--- src/drpc_map.vh ---
`ifndef DRPC_MAP_VH
`define DRPC_MAP_VH

// Register byte offsets
`define DRPC_OFS_REF_ONE      8'h00
`define DRPC_OFS_REF_TWO      8'h04
`define DRPC_OFS_PWR          8'h08
`define DRPC_OFS_PD_TIMEOUT   8'h0c
`define DRPC_OFS_STATUS       8'h10

// refresh_control_one fields
`define DRPC_RFC_MIN_MSB      14
`define DRPC_RFC_MIN_LSB      7
`define DRPC_UPD_TOGGLE_BIT   6
`define DRPC_SELF_REF_BIT     5
`define DRPC_SPEC_TO_MSB      4
`define DRPC_SPEC_TO_LSB      0

// refresh_control_two fields
`define DRPC_INTERVAL_MSB     14
`define DRPC_INTERVAL_LSB     3
`define DRPC_BURST_MSB        2
`define DRPC_BURST_LSB        0

// power_down_control fields
`define DRPC_PD_EN_BIT        1
`define DRPC_DPD_EN_BIT       0

// power_down_idle_timeout field
`define DRPC_PD_TO_MSB        7
`define DRPC_PD_TO_LSB        0

// Reset values
`define DRPC_RST_RFC_MIN      8'h23
`define DRPC_RST_UPD_TOGGLE   1'h0
`define DRPC_RST_SELF_REF     1'h0
`define DRPC_RST_SPEC_TO      5'h08
`define DRPC_RST_INTERVAL     12'h052
`define DRPC_RST_BURST        3'h0
`define DRPC_RST_PD_EN        1'h1
`define DRPC_RST_DPD_EN       1'h0
`define DRPC_RST_PD_TO        8'h10

// Timer unit
`define DRPC_X32_DIV          6'h20

// DRAM command codes; each exit code is its entry code plus one
`define DRPC_CMD_NOP          4'h0
`define DRPC_CMD_PREA         4'h1
`define DRPC_CMD_REF          4'h2
`define DRPC_CMD_SRE          4'h3
`define DRPC_CMD_SRX          4'h4
`define DRPC_CMD_PDE          4'h5
`define DRPC_CMD_PDX          4'h6
`define DRPC_CMD_DPDE         4'h7
`define DRPC_CMD_DPDX         4'h8

`endif

--- src/drpc_x32_timer.v ---
`timescale 1ns/1ps
`include "drpc_map.vh"

// Counts elapsed units of 32 clocks while run_i is high; saturates.
module drpc_x32_timer #(
  parameter W = 12
) (
  input  wire         core_clk_i,
  input  wire         srst_i,
  input  wire         run_i,
  input  wire         clr_i,
  output wire [W-1:0] cnt_o
);
  reg [5:0]   pre_r;
  reg [W-1:0] cnt_r;
  wire        tick;

  assign tick  = (pre_r == (`DRPC_X32_DIV - 6'h01));
  assign cnt_o = cnt_r;

  always @(posedge core_clk_i) begin
    if (srst_i || clr_i || !run_i) begin
      pre_r <= 6'h00;
      if (srst_i || clr_i) begin
        cnt_r <= {W{1'b0}};
      end
    end else begin
      pre_r <= tick ? 6'h00 : pre_r + 6'h01;
      if (tick && (cnt_r != {W{1'b1}})) begin
        cnt_r <= cnt_r + {{(W-1){1'b0}}, 1'b1};
      end
    end
  end
endmodule // drpc_x32_timer

--- src/drpc_regs.v ---
`timescale 1ns/1ps
`include "drpc_map.vh"

module drpc_regs (
  input  wire        core_clk_i,
  input  wire        srst_i,
  input  wire        wr_i,
  input  wire        rd_i,
  input  wire [7:0]  addr_i,
  input  wire [31:0] wdata_i,
  input  wire [31:0] status_i,
  output reg  [31:0] rdata_o,
  output reg  [7:0]  rfc_min_o,
  output reg         upd_toggle_o,
  output reg         self_ref_en_o,
  output reg  [4:0]  spec_to_o,
  output reg  [11:0] interval_o,
  output reg  [2:0]  burst_o,
  output reg         pd_en_o,
  output reg         dpd_en_o,
  output reg  [7:0]  pd_to_o
);
  reg [31:0] rd_nxt;

  always @* begin
    rd_nxt = 32'h0000_0000;
    case (addr_i)
      `DRPC_OFS_REF_ONE: begin
        rd_nxt[`DRPC_RFC_MIN_MSB:`DRPC_RFC_MIN_LSB] = rfc_min_o;
        rd_nxt[`DRPC_UPD_TOGGLE_BIT] = upd_toggle_o;
        rd_nxt[`DRPC_SELF_REF_BIT] = self_ref_en_o;
        rd_nxt[`DRPC_SPEC_TO_MSB:`DRPC_SPEC_TO_LSB] = spec_to_o;
      end
      `DRPC_OFS_REF_TWO: begin
        rd_nxt[`DRPC_INTERVAL_MSB:`DRPC_INTERVAL_LSB] = interval_o;
        rd_nxt[`DRPC_BURST_MSB:`DRPC_BURST_LSB] = burst_o;
      end
      `DRPC_OFS_PWR: begin
        rd_nxt[`DRPC_PD_EN_BIT] = pd_en_o;
        rd_nxt[`DRPC_DPD_EN_BIT] = dpd_en_o;
      end
      `DRPC_OFS_PD_TIMEOUT: begin
        rd_nxt[`DRPC_PD_TO_MSB:`DRPC_PD_TO_LSB] = pd_to_o;
      end
      `DRPC_OFS_STATUS: begin
        rd_nxt = status_i;
      end
      default: begin
        rd_nxt = 32'h0000_0000;
      end
    endcase
  end

  // Reserved bits are not stored and read as zero
  always @(posedge core_clk_i) begin
    if (srst_i) begin
      rdata_o       <= 32'h0000_0000;
      rfc_min_o     <= `DRPC_RST_RFC_MIN;
      upd_toggle_o  <= `DRPC_RST_UPD_TOGGLE;
      self_ref_en_o <= `DRPC_RST_SELF_REF;
      spec_to_o     <= `DRPC_RST_SPEC_TO;
      interval_o    <= `DRPC_RST_INTERVAL;
      burst_o       <= `DRPC_RST_BURST;
      pd_en_o       <= `DRPC_RST_PD_EN;
      dpd_en_o      <= `DRPC_RST_DPD_EN;
      pd_to_o       <= `DRPC_RST_PD_TO;
    end else begin
      if (rd_i) begin
        rdata_o <= rd_nxt;
      end
      if (wr_i) begin
        case (addr_i)
          `DRPC_OFS_REF_ONE: begin
            rfc_min_o     <= wdata_i[`DRPC_RFC_MIN_MSB:`DRPC_RFC_MIN_LSB];
            upd_toggle_o  <= wdata_i[`DRPC_UPD_TOGGLE_BIT];
            self_ref_en_o <= wdata_i[`DRPC_SELF_REF_BIT];
            spec_to_o     <= wdata_i[`DRPC_SPEC_TO_MSB:`DRPC_SPEC_TO_LSB];
          end
          `DRPC_OFS_REF_TWO: begin
            interval_o <= wdata_i[`DRPC_INTERVAL_MSB:`DRPC_INTERVAL_LSB];
            burst_o    <= wdata_i[`DRPC_BURST_MSB:`DRPC_BURST_LSB];
          end
          `DRPC_OFS_PWR: begin
            pd_en_o  <= wdata_i[`DRPC_PD_EN_BIT];
            dpd_en_o <= wdata_i[`DRPC_DPD_EN_BIT];
          end
          `DRPC_OFS_PD_TIMEOUT: begin
            pd_to_o <= wdata_i[`DRPC_PD_TO_MSB:`DRPC_PD_TO_LSB];
          end
          default: begin
            pd_to_o <= pd_to_o;
          end
        endcase
      end
    end
  end
endmodule // drpc_regs

--- src/drpc_ctrl.v ---
`timescale 1ns/1ps
`include "drpc_map.vh"

module drpc_ctrl #(
  parameter MOBILE_EN = 1
) (
  input  wire        core_clk_i,
  input  wire        srst_i,
  input  wire        reg_wr_i,
  input  wire        reg_rd_i,
  input  wire [7:0]  reg_addr_i,
  input  wire [31:0] reg_wdata_i,
  output wire [31:0] reg_rdata_o,
  input  wire        soft_rst_n_i,
  input  wire        store_empty_i,
  output wire        cmd_valid_o,
  output wire [3:0]  cmd_code_o,
  input  wire        cmd_ready_i,
  output wire        block_traffic_o,
  output wire        act_allowed_o,
  output wire        low_power_o
);
  localparam [3:0] ST_IDLE = 4'h1;
  localparam [3:0] ST_PRE  = 4'h2;
  localparam [3:0] ST_REF  = 4'h4;
  localparam [3:0] ST_LP   = 4'h8;

  wire [7:0]  cfg_rfc_min;
  wire        cfg_upd_toggle;
  wire        cfg_self_ref;
  wire [4:0]  cfg_spec_to;
  wire [11:0] cfg_interval;
  wire [2:0]  cfg_burst;
  wire        cfg_pd_en;
  wire        cfg_dpd_raw;
  wire [7:0]  cfg_pd_to;
  wire [31:0] status;
  wire [11:0] int_cnt;
  wire [7:0]  idle_cnt;

  reg [7:0]  rfc_min_r;
  reg [11:0] interval_r;
  reg [2:0]  burst_r;
  reg        toggle_seen_r;
  reg [3:0]  state_r;
  reg [3:0]  goal_r;
  reg        lp_in_r;
  reg        early_r;
  reg        cmd_valid_r;
  reg [3:0]  cmd_code_r;
  reg [7:0]  rfc_cnt_r;
  reg [3:0]  pending_r;
  reg [3:0]  pending_nxt;

  wire cfg_dpd_en = cfg_dpd_raw && (MOBILE_EN != 0);
  wire ack        = cmd_valid_r && cmd_ready_i;
  wire ref_done   = ack && (cmd_code_r == `DRPC_CMD_REF);
  wire int_due    = (interval_r != 12'h000) && (int_cnt >= interval_r);
  wire int_timeout = int_due && soft_rst_n_i;
  wire refresh_freeze = (state_r == ST_LP) && lp_in_r &&
                        (goal_r != `DRPC_CMD_PDE);
  wire idle_run   = soft_rst_n_i && store_empty_i && (state_r == ST_IDLE) &&
                    !cmd_valid_r;
  wire force_ref  = (pending_r > {1'b0, burst_r});
  wire spec_ok    = (idle_cnt >= {3'h0, cfg_spec_to}) &&
                    ((pending_r != 4'h0) ||
                     (int_cnt >= {1'b0, interval_r[11:1]}));
  wire pd_ok      = cfg_pd_en && (idle_cnt >= cfg_pd_to);
  wire lp_exit    = (goal_r == `DRPC_CMD_SRE) ?
                      (!cfg_self_ref || !store_empty_i) :
                    (goal_r == `DRPC_CMD_PDE) ?
                      (!cfg_pd_en || !store_empty_i || force_ref) :
                      !cfg_dpd_en;

  drpc_regs u_regs (
    .core_clk_i    (core_clk_i),
    .srst_i        (srst_i),
    .wr_i          (reg_wr_i),
    .rd_i          (reg_rd_i),
    .addr_i        (reg_addr_i),
    .wdata_i       (reg_wdata_i),
    .status_i      (status),
    .rdata_o       (reg_rdata_o),
    .rfc_min_o     (cfg_rfc_min),
    .upd_toggle_o  (cfg_upd_toggle),
    .self_ref_en_o (cfg_self_ref),
    .spec_to_o     (cfg_spec_to),
    .interval_o    (cfg_interval),
    .burst_o       (cfg_burst),
    .pd_en_o       (cfg_pd_en),
    .dpd_en_o      (cfg_dpd_raw),
    .pd_to_o       (cfg_pd_to)
  );

  // Early refresh pays off the interval in progress
  drpc_x32_timer #(
    .W (12)
  ) u_int_timer (
    .core_clk_i (core_clk_i),
    .srst_i     (srst_i),
    .run_i      (soft_rst_n_i && !refresh_freeze),
    .clr_i      (int_due || !soft_rst_n_i || (ref_done && early_r)),
    .cnt_o      (int_cnt)
  );

  drpc_x32_timer #(
    .W (8)
  ) u_idle_timer (
    .core_clk_i (core_clk_i),
    .srst_i     (srst_i),
    .run_i      (idle_run),
    .clr_i      (!idle_run),
    .cnt_o      (idle_cnt)
  );

  assign status = {22'h000000, act_allowed_o, block_traffic_o,
                   pending_r, state_r};
  assign cmd_valid_o     = cmd_valid_r;
  assign cmd_code_o      = cmd_code_r;
  assign block_traffic_o = (state_r != ST_IDLE);
  assign act_allowed_o   = (rfc_cnt_r == 8'h00);
  assign low_power_o     = (state_r == ST_LP) && lp_in_r;

  // Active refresh settings
  always @(posedge core_clk_i) begin
    if (srst_i) begin
      rfc_min_r     <= `DRPC_RST_RFC_MIN;
      interval_r    <= `DRPC_RST_INTERVAL;
      burst_r       <= `DRPC_RST_BURST;
      toggle_seen_r <= `DRPC_RST_UPD_TOGGLE;
    end else if (!soft_rst_n_i ||
                 (cfg_upd_toggle != toggle_seen_r)) begin
      rfc_min_r     <= cfg_rfc_min;
      interval_r    <= cfg_interval;
      burst_r       <= cfg_burst;
      toggle_seen_r <= cfg_upd_toggle;
    end
  end

  always @* begin
    pending_nxt = pending_r;
    if (int_timeout && !(ref_done && (pending_r != 4'h0))) begin
      if (pending_r != 4'hf) begin
        pending_nxt = pending_r + 4'h1;
      end
    end else if (!int_timeout && ref_done && (pending_r != 4'h0)) begin
      pending_nxt = pending_r - 4'h1;
    end
  end

  always @(posedge core_clk_i) begin
    if (srst_i || !soft_rst_n_i) begin
      state_r     <= ST_IDLE;
      goal_r      <= `DRPC_CMD_NOP;
      lp_in_r     <= 1'b0;
      early_r     <= 1'b0;
      cmd_valid_r <= 1'b0;
      cmd_code_r  <= `DRPC_CMD_NOP;
      rfc_cnt_r   <= 8'h00;
      pending_r   <= 4'h0;
    end else begin
      pending_r <= pending_nxt;
      if (ref_done) begin
        rfc_cnt_r <= rfc_min_r;
      end else if (rfc_cnt_r != 8'h00) begin
        rfc_cnt_r <= rfc_cnt_r - 8'h01;
      end
      if (cmd_valid_r) begin
        if (cmd_ready_i) begin
          cmd_valid_r <= 1'b0;
          case (cmd_code_r)
            `DRPC_CMD_PREA: begin
              state_r <= (goal_r == `DRPC_CMD_REF) ? ST_REF : ST_LP;
              lp_in_r <= 1'b0;
            end
            `DRPC_CMD_REF: begin
              early_r <= 1'b0;
            end
            `DRPC_CMD_SRE, `DRPC_CMD_PDE, `DRPC_CMD_DPDE: begin
              lp_in_r <= 1'b1;
            end
            `DRPC_CMD_SRX, `DRPC_CMD_PDX, `DRPC_CMD_DPDX: begin
              lp_in_r <= 1'b0;
              state_r <= ST_IDLE;
            end
            default: begin
              state_r <= ST_IDLE;
            end
          endcase
        end
      end else begin
        case (state_r)
          ST_IDLE: begin
            if (force_ref || (idle_run && spec_ok)) begin
              early_r     <= (pending_r == 4'h0);
              goal_r      <= `DRPC_CMD_REF;
              cmd_code_r  <= `DRPC_CMD_PREA;
              cmd_valid_r <= 1'b1;
              state_r     <= ST_PRE;
            end else if (store_empty_i &&
                         (cfg_dpd_en || cfg_self_ref || pd_ok)) begin
              if (cfg_dpd_en) begin
                goal_r <= `DRPC_CMD_DPDE;
              end else if (cfg_self_ref) begin
                goal_r <= `DRPC_CMD_SRE;
              end else begin
                goal_r <= `DRPC_CMD_PDE;
              end
              cmd_code_r  <= `DRPC_CMD_PREA;
              cmd_valid_r <= 1'b1;
              state_r     <= ST_PRE;
            end
          end
          ST_PRE: begin
            state_r <= ST_PRE;
          end
          ST_REF: begin
            // Back to back until the debt is paid; pages stay closed
            if ((pending_r == 4'h0) && !early_r) begin
              state_r <= ST_IDLE;
            end else if (rfc_cnt_r == 8'h00) begin
              cmd_code_r  <= `DRPC_CMD_REF;
              cmd_valid_r <= 1'b1;
            end
          end
          ST_LP: begin
            if (!lp_in_r) begin
              cmd_code_r  <= goal_r;
              cmd_valid_r <= 1'b1;
            end else if (lp_exit) begin
              cmd_code_r  <= goal_r + 4'h1;
              cmd_valid_r <= 1'b1;
            end
          end
          default: begin
            state_r <= ST_IDLE;
          end
        endcase
      end
    end
  end
endmodule // drpc_ctrl

--- config.mk ---
export PLATFORM = sky130hd
export DESIGN_NAME = drpc_ctrl
export DESIGN_NICKNAME = d
export VERILOG_FILES = /design/src/drpc_x32_timer.v /design/src/drpc_regs.v /design/src/drpc_ctrl.v
export VERILOG_INCLUDE_DIRS = /design/src /design/src/src
export SDC_FILE = /design/constraint.sdc
export NUM_CORES = 1
export LEC_CHECK = 0
export BUFFER_PORTS_ARGS = -buffer_cell sky130_fd_sc_hd__buf_2
export CAP_MARGIN = 20
export CORE_MARGIN = 2
export CORE_UTILIZATION = 40
export CTS_BUF_LIST = sky130_fd_sc_hd__clkbuf_4 sky130_fd_sc_hd__clkbuf_8
export CTS_CLUSTER_DIAMETER = 80
export DETAILED_ROUTE_END_ITERATION = 8
export SETUP_SLACK_MARGIN = 0.15
export SKIP_CTS_REPAIR_TIMING = 1
export SYNTH_ARGS = -nofsm -noshare
export SYNTH_HDL_FRONTEND = slang
export SYNTH_SLANG_ARGS = --single-unit
--- constraint.sdc ---
create_clock -name core_clk_i -period 7.26 [get_ports core_clk_i]
set_clock_uncertainty 0.05 [all_clocks]
set_input_delay 0.363 -clock core_clk_i [delete_from_list [all_inputs] [get_ports core_clk_i]]
set_output_delay 0.363 -clock core_clk_i [all_outputs]
set_load 0.01 [all_outputs]
Word-level counts from Yosys, hierarchy flattened
Index checks and enable logic that the tools add are counted.
{"block": "word_totals", "regBits": 138, "latchBits": 0, "ram_bits": 0, "mem_bits_ro": 0, "in_bits": 47, "output_inout_bits": 40, "wordCells": 211, "mem_count": 0}
{"block": "classes", "n_addsub": 8, "mul": 0, "div": 0, "order_cmp": 5, "n_eq_ne": 40, "n_shift": 0, "muxes": 50, "bitwise": 1, "reduce_logical": 81}
{"operator": "$mux 4", "count": 17}
{"operator": "$mux 8", "count": 5}
{"operator": "$mux 12", "count": 3}
{"operator": "$eq 4x3->1 const B", "count": 6}
{"operator": "$pmux 6 s4", "count": 1}
{"operator": "$logic_and 1x1->1", "count": 22}
{"operator": "$pmux 7 s3", "count": 1}
{"operator": "$eq 4x2->1 const B", "count": 5}
{"operator": "$eq 8x4->1 const B", "count": 2}
{"operator": "$logic_not 8->1", "count": 2}
{"operator": "$pmux 4 s4", "count": 1}
{"operator": "$reduce_bool 2->1", "count": 8}
{"operator": "$logic_or 1x1->1", "count": 15}
{"operator": "$mux 1", "count": 15}
{"operator": "$reduce_and 2->1", "count": 7}
{"operator": "$add 12x1->12 const B", "count": 1}
{"operator": "$add 6x1->6 const B", "count": 2}
{"operator": "$eq 6x5->1 const B", "count": 2}
{"operator": "$ge 12x11->1", "count": 1}
{"operator": "$ge 12x12->1", "count": 1}
{"operator": "$logic_not 1->1", "count": 12}
{"operator": "$ne 12x12->1 const B", "count": 1}
{"operator": "$pmux 4 s3", "count": 1}
{"operator": "$reduce_bool 12->1", "count": 1}
{"operator": "38 further kinds", "count": 53}

Depth between registers and ports, before layout
Gate-level depths: netlist (run 1).
{"block": "depth", "ltp_word": 9, "ltp_mapped": 14, "mapped_depth_nobuf": 14}

By module
Synthesis (run 1) repeated with hierarchy kept, for this count alone.
{"block": "unflattened", "cells_unflattened": 901, "hier_area_um2": 8067.7}
{"module": "drpc_ctrl", "n_inst": 1, "cells_per_inst": 468, "area_each_um2": 3609.7, "seq_area_each_um2": 1001.0}
{"module": "drpc_regs", "n_inst": 1, "cells_per_inst": 284, "area_each_um2": 2930.3, "seq_area_each_um2": 1441.4}
{"module": "drpc_x32_timer (u_int_timer)", "n_inst": 1, "cells_per_inst": 86, "area_each_um2": 885.8, "seq_area_each_um2": 480.5}
{"module": "drpc_x32_timer (u_idle_timer)", "n_inst": 1, "cells_per_inst": 63, "area_each_um2": 641.9, "seq_area_each_um2": 360.3}

Worst setup path after synthesis (run 1)
OpenSTA, ideal clock, no wires.
{"block": "synth_path", "kind": "register to register", "startpoint": "reg u_int_timer.cnt_r[2] (netlist: u_int_timer.cnt_o[2])", "endpoint": "reg pending_r[3]", "setup_ns": 0.128, "arrival_ns": 2.869, "t_required_ns": 7.082, "path_slack_ns": 4.214, "path_stages_with_launch": 14, "path_buffers": 0, "period_less_slack_ns": 3.046, "cell_sequence": "edfxtp_1 ha_1 a211oi_1 o21ai_0 a221o_1 a41o_1 nand2_1 ha_1 a21o_1 a21o_1 or2_0 mux2i_1 xnor2_1 nor2_1"}
{"block": "synth_between", "elab_chain_cells": 8, "word_cells_on_any_way": 11, "cone_classes": "1 x order compare; 1 x eq/ne; 1 x mux; 8 x reduce/logical"}
{"item": "from (decl)", "line_no": "drpc_x32_timer.v:15", "rtl": "reg [W-1:0] cnt_r;"}
{"item": "from (signal assigned)", "line_no": "drpc_x32_timer.v:25", "rtl": "cnt_r <= {W{1'b0}};"}
{"item": "from (signal assigned)", "line_no": "drpc_x32_timer.v:30", "rtl": "cnt_r <= cnt_r + {{(W-1){1'b0}}, 1'b1};"}
{"item": "$ge 12x12->1 (*)", "line_no": "drpc_ctrl.v:58", "rtl": "wire int_due = (interval_r != 12'h000) && (int_cnt >= interval_r);"}
{"item": "$logic_and 1x1->1 (*)", "line_no": "drpc_ctrl.v:58"}
{"item": "$logic_and 1x1->1 (*)", "line_no": "drpc_ctrl.v:59", "rtl": "wire int_timeout = int_due && soft_rst_n_i;"}
{"item": "$logic_not 1->1", "line_no": "drpc_ctrl.v:146", "rtl": "end else if (!int_timeout && ref_done && (pending_r != 4'h0)) begin"}
{"item": "$logic_and 1x1->1 (2 in a row)", "line_no": "drpc_ctrl.v:146"}
{"item": "$reduce_bool 2->1 (no source line)"}
{"item": "$reduce_and 2->1 (no source line)"}
{"item": "to (signal assigned)", "line_no": "drpc_ctrl.v:162", "rtl": "pending_r <= pending_nxt;"}
{"item": "to (decl)", "line_no": "drpc_ctrl.v:52", "rtl": "reg [3:0] pending_r;"}
Every way passes the cells marked *; elsewhere a longest branch is shown, timed or not.
A chain may end at the register's enable or synchronous reset.

Final worst setup path (run 1)
Same ends and word-level chain as after synthesis.

==> qor.yml, run 1 <==
finalSetupViolations: 0
layout_common_cells: "153 x nand2_1, 117 x dfxtp_1, 110 x nor2_1, 70 x a21oi_1, 52 x buf_2"
io-pin-count: 87
start_util_pct: 41.0
seq_area_frac_synth_pct: 39.8
cp-start-kind: "register"
seqCellArea_sq_um: 2940
dr.pass1.iters: 5
num_rows: 49
fin_util_pct: 45.6
wirelength_mm: 18.0
syn_avg_cell_area_sq_um: 8.35
crit_path_max_fanout: 6
grt_pass1_vias: 5825
grtUsageTotal_pct: 19.0
cp-startpoint: "u_int_timer.cnt_o[2]"
ys_ff_latch: 137
critPathSlowestCell: "edfxtp_1"
yosysTopAreaCellShare_pct: 31.7
synthCells: 885
cts_tree: "done"
period_share_pct: 46.0
portBuffers: 52
fin_area_sq_um: 8220
cts_buffers: 17
hold_ws_ns: 0.0993
diodes: 0
placed_cell_area_sq_um: 7780
fin_total_pwr_mw: 2.48
crit_type: "reg2reg"
crit_buf_inv: 0
via_count: 6134
critPathMaxStageDelay_ns: 0.49
routedWlPerCell_um: 15.5
max_freq_mhz: 299
antenna_found_initial: 1
outcome: "completed"
powerDensity_nw_per_um2: 302
drt_iter0_drc: 399
crit_path_cell_trace: "ha_1 > a211oi_1 > o21ai_0 > a221o_1 > a41o_1 > nand2_1 > ha_1 > a21o_1 > a21o_1 > or2_0 > mux2i_1 > xnor2_1 > nor2_1"
ir_drop_mv: 0.178
fin_nets: 1022
cp.arrival_ns: 3.61
clk_latency_ns: 0.46
synth.area.top_cells: "dfxtp_1 32%, ha_1 8.6%, edfxtp_1 8.1%"
core_area_sq_um: 18000
synth_flop_cell: "dfxtp_1"
hp-class: "in2reg"
crit_required_ns: 7.53
cts.sinks: 137
fin_cells: 1165
dieArea_sq_um: 19600
timing.rr.start: "u_int_timer.cnt_o[2]"
setup_slack_ns: 3.92
yosysWarnings: 0
hold_viol: 0
grt_pass1_wl_mm: 30.1
slew_headroom_pct: 37.4
yosys.area.top_type: "dfxtp_1"
rsz0062_at_grt: "false"
viasPerCell: 5.27
tightest_slew_ns: 0.926
ys_types: 71
place_congestion: 0.801
mostFrequentLayoutCell: "nand2_1"
synth-edff-count: 20
synthesis.area_sq_um: 7390
die_h_um: 140
synthToLayoutAreaGrowth_pct: 11.2
cts_root_buf: "clkbuf_8"
tns_ns: 0
slew_violations: 0
post-dp-hpwl_mm: 12.9
overflow: 0
multiInputGateArea_sq_um: 4070
dp_cells: 1133
fin_crit_ns: 3.34
ys_async_sr_fraction_pct: 0
die_w_um: 140
drive_gt1_share_pct: 11.2
ant_nets: 0
cp-end-kind: "register"
clkSlewWorstSetupHoldPaths_ns: 0.08
min_from: "reg_wdata_i[7]"
drc_errors: 0
power_leakage_nw: 3.35
place_ws_ns: 3.95
grt_max_degree: 82
cts_buffer_depth: 2
n_fill_cell: 1826
cp_top_family: "compound AO/OA/AOI/OAI gates"
cts_max_level: 4
maxCapViolCount: 0
## layer usage
| metal | up-vias | wire [um] | global-route usage [%] |
|---|---|---|---|
| met3 | 13 | 944 | 4.54 |
| li1 | 3087 | - | - |
| met4 | 2 | 107 | 4.26 |
| met5 | - | 13 | 0 |
| met1 | 2892 | 9080 | 27.4 |
| met2 | 140 | 7870 | 28.9 |
## worst reg2reg max path, stage by stage, from the launching register on
cell      delay [ns]
edfxtp_1        0.49
ha_1            0.35
a211oi_1        0.22
o21ai_0         0.14
a221o_1         0.40
a41o_1          0.27
nand2_1         0.15
ha_1            0.25
a21o_1          0.17
a21o_1          0.18
or2_0           0.19
mux2i_1         0.15
xnor2_1         0.14
nor2_1          0.05
## layout make-up
class	count	area share [%]
clock buffer	21	3.21
multi-input combinational	664	49.6
clock inverter	11	2.07
inverter	44	2.01
timing repair buffer	59	3.81
tap	229	3.49
sequential	137	35.8
## synthesized netlist by cell type, drive strengths merged, types with 7 or more instances
| library cell | n |
|---|---|
| nor2 | 111 |
| xnor2 | 22 |
| dfxtp | 117 |
| inv | 44 |
| a22oi | 8 |
| edfxtp | 20 |
| mux2i | 26 |
| a2bb2oi | 7 |
| o21ai | 27 |
| buf | 22 |
| nor2b | 7 |
| nand3 | 22 |
| xor2 | 13 |
| ha | 51 |
| o211ai | 7 |
| clkbuf | 34 |
| nand4 | 7 |
| a21oi | 70 |
| and3 | 8 |
| nand2 | 153 |
| nor3 | 10 |
| nand3b | 12 |
| nor4 | 8 |
## state kept, by name, indices dropped and copies added (netlist names), 5 cells and up
| signal | flops |
|---|---|
| u_idle_timer.cnt_o | 8 |
| rfc_min_r | 8 |
| u_regs.rdata_o | 15 |
| interval_r | 12 |
| rfc_cnt_r | 8 |
| u_regs.pd_to_o | 8 |
| u_regs.rfc_min_o | 8 |
| u_int_timer.cnt_o | 12 |
| u_regs.spec_to_o | 5 |
| u_regs.interval_o | 12 |
| u_int_timer.pre_r | 6 |
| u_idle_timer.pre_r | 6 |
## power breakdown
group	internal (mW)	leakage (nW)	total (mW)	switching, mW
logic	0.358	1.95	0.820	0.461
registers	0.853	1.18	0.971	0.117
clock network	0.390	0.218	0.693	0.303
## path summary, 6_finish.rpt
check                          to  slack, ns  cells past startpoint
max                  pending_r[3]       3.92                     13
min          u_regs.interval_o[4]        0.1                      3
max reg2reg          pending_r[3]       3.92                     13
min reg2reg  u_int_timer.pre_r[0]       0.40                      1
## cells by family (layout without fill, tap and decap cells)
logic type	after synthesis	after routing	share of synthesized area, %
fa+ha+maj	52	52	8.91
xor+xnor	35	35	4.15
compound gates	158	158	13.9
buf+inv	100	135	5.98
mux	28	28	3.83
other cells	1	17	0.0508
flops	137	137	39.8
simple gates	374	374	23.3
Power figures use the tool's default switching activity.
==> run 2, diff against run 1 <==
clock period = 2.8 ns   (was 7.26 ns; I/O delays follow)
==> qor.yml, run 2 (same netlist as run 1, synthesis figures left out) <==
drc_errors: 0  # unchanged
hold_depth: 3  # unchanged
wirelength_mm: 18.6  # was 18.0 mm
routedWlPerCell_um: 15.1  # was 15.5 um
grt_pass1_vias: 5940  # was 5825
dr.pass1.iters: 5  # unchanged
hold_viol: 0  # unchanged
dieArea_sq_um: 19600  # unchanged
synthToLayoutAreaGrowth_pct: 19.4  # was 11.2%
outcome: "complete, but fails checks"  # was completed
largest_register: "u_regs.rdata_o"  # unchanged
core_area_sq_um: 18000  # unchanged
setup_slack_ns: -0.165  # was 3.92 ns
fin_crit_ns: 2.97  # was 3.34 ns
cp.arrival_ns: 3.27  # was 3.61 ns
layout_common_cells: "152 x nand2_1, 116 x dfxtp_1, 108 x nor2_1, 70 x a21oi_1, 53 x buf_4"  # was 153 x nand2_1, 117 x dfxtp_1, 110 x nor2_1, 70 x a21oi_1, 52 x buf_2
drt_iter0_drc: 421  # was 399
rr_worst_depth: 13  # unchanged
crit_path_cell_trace: "ha_4 > a211oi_2 > o21ai_1 > a221o_1 > a41o_1 > nand2_2 > ha_4 > a21o_1 > a21o_1 > or2_0 > mux2i_1 > xnor2_1 > nor2_1"  # was ha_1 > a211oi_1 > o21ai_0 > a221o_1 > a41o_1 > nand2_1 > ha_1 > a21o_1 > a21o_1 > or2_0 > mux2i_1 > xnor2_1 > nor2_1
cp-startpoint: "u_int_timer.cnt_o[2]"  # unchanged
fin_total_pwr_mw: 6.88  # was 2.48 mW
period_share_pct: 106  # was 46.0%
cp-start-kind: "register"  # unchanged
ir_drop_mv: 0.329  # was 0.178 mV
viasPerCell: 5.10  # was 5.27
tightest_slew_ns: 0.857  # was 0.926 ns
start_util_pct: 41.0  # unchanged
r2r-end: "pending_r[3]"  # unchanged
cp-end-kind: "register"  # unchanged
overflow: 0  # unchanged
drive_gt1_share_pct: 17.5  # was 11.2%
min_from: "cmd_ready_i"  # was reg_wdata_i[7]
cts_buffer_depth: 2  # unchanged
mostFrequentLayoutCell: "nand2_1"  # unchanged
fin_util_pct: 48.9  # was 45.6%
crit_required_ns: 3.10  # was 7.53 ns
rsz0062_at_grt: "true"  # was false
critPathSlowestCell: "edfxtp_1"  # unchanged
powerDensity_nw_per_um2: 780  # was 302 nW/um^2
violations: "setup timing"
grt_pass1_wl_mm: 30.4  # was 30.1 mm
cts.sinks: 137  # unchanged
critPathMaxStageDelay_ns: 0.44  # was 0.49 ns
slew_violations: 0  # unchanged
grtUsageTotal_pct: 19.2  # was 19.0%
diodes: 0  # unchanged
cts_tree: "done"  # unchanged
die_h_um: 140  # unchanged
via_count: 6266  # was 6134
hp-class: "in2reg"  # unchanged
post-dp-hpwl_mm: 13.4  # was 12.9 mm
crit_path_max_fanout: 3  # was 6
place_congestion: 0.811  # was 0.801
slew_headroom_pct: 42.9  # was 37.4%
grt_max_degree: 80  # was 82
cts_root_buf: "clkbuf_8"  # unchanged
die_w_um: 140  # unchanged
r2r_slack_ns: -0.17  # was 3.92 ns
fin_nets: 1086  # was 1022
clkSlewWorstSetupHoldPaths_ns: 0.08  # about the same
antenna_found_initial: 0  # was 1
num_rows: 49  # unchanged
finalSetupViolations: 1  # was 0
max_freq_mhz: 337  # was 299 MHz
hold_end: "cmd_valid_o"  # was u_regs.interval_o[4]
crit_type: "reg2reg"  # unchanged
fin_cells: 1229  # was 1165
power_leakage_nw: 3.66  # was 3.35 nW
largest_reg_flops: 15  # unchanged
portBuffers: 52  # unchanged
cts_buffers: 17  # unchanged
maxCapViolCount: 0  # unchanged
ant_nets: 0  # unchanged
cts_max_level: 4  # unchanged
timing.rr.start: "u_int_timer.cnt_o[2]"  # unchanged
clk_latency_ns: 0.47  # was 0.46 ns
io-pin-count: 87  # unchanged
dp_cells: 1176  # was 1133
==> run 2: cell count changes in the layout (fill, tap and decap cells not counted), sizes merged, moves of 3 or more <==
| cell | change |
|---|---|
| clkbuf | -4 |
| bufinv | -3 |
| dlygate4sd3 | +16 |
| inv | +7 |
| buf | +48 |
==> run 2: cell type report <==
cell class / count / area [sq um]
flip-flops and latches: 137 / 2940
clock inverters: 15 / 158
inverters: 44 / 165
multi-input cells: 664 / 4190
well taps: 229 / 287
repair buffers: 123 / 841
clock buffers: 17 / 234
fillers: 1766 / 9210
==> run 2: stage by stage <==
stage	setup slack [ns]	hold slack [ns]	cell area [sq um]	TNS [ns]
after floorplan	-0.0691	0.208	7460	-0.0691
after global placement	-0.0704	0.328	8120	-0.0704
after detailed placement	-0.134	0.324	8120	-0.134
after CTS	-0.158	-0.162	8510	-0.158
after global routing	-0.296	0.0300	8820	-0.341
final	-0.165	0.0430	8820	-0.165
==> run 2: power by group <==
group | internal, mW | leakage [nW] | switching, mW
registers | 2.21 | 1.18 | 0.158
logic | 1.35 | 2.29 | 1.53
clock network | 0.740 | 0.193 | 0.896
==> run 2: worst max path at each step <==
| stage | to |
|---|---|
| 6_report | pending_r[3] |
| 4_1_cts | pending_r[3] |
| 2_1_floorplan | pending_r[3] |
| 3_3_place_gp | pending_r[3] |
| 3_5_place_dp | pending_r[3] |
| 5_1_grt | pending_r[3] |
==> run 2: metal layers <==
layer  GRT usage [%]  share of wire, %
met1            27.1                51
met2            29.7                43
met3            4.58               4.0
met4            4.95               1.1
met5               0                 0
==> run 2: critical path: cells and delay by family, from the launching register on <==
family / cells / cell delay (ns)
fa+ha+maj: 2 / 0.45
mux: 1 / 0.18
compound gates: 6 / 1.20
flops: 1 / 0.44
simple gates: 3 / 0.37
xor+xnor: 1 / 0.15
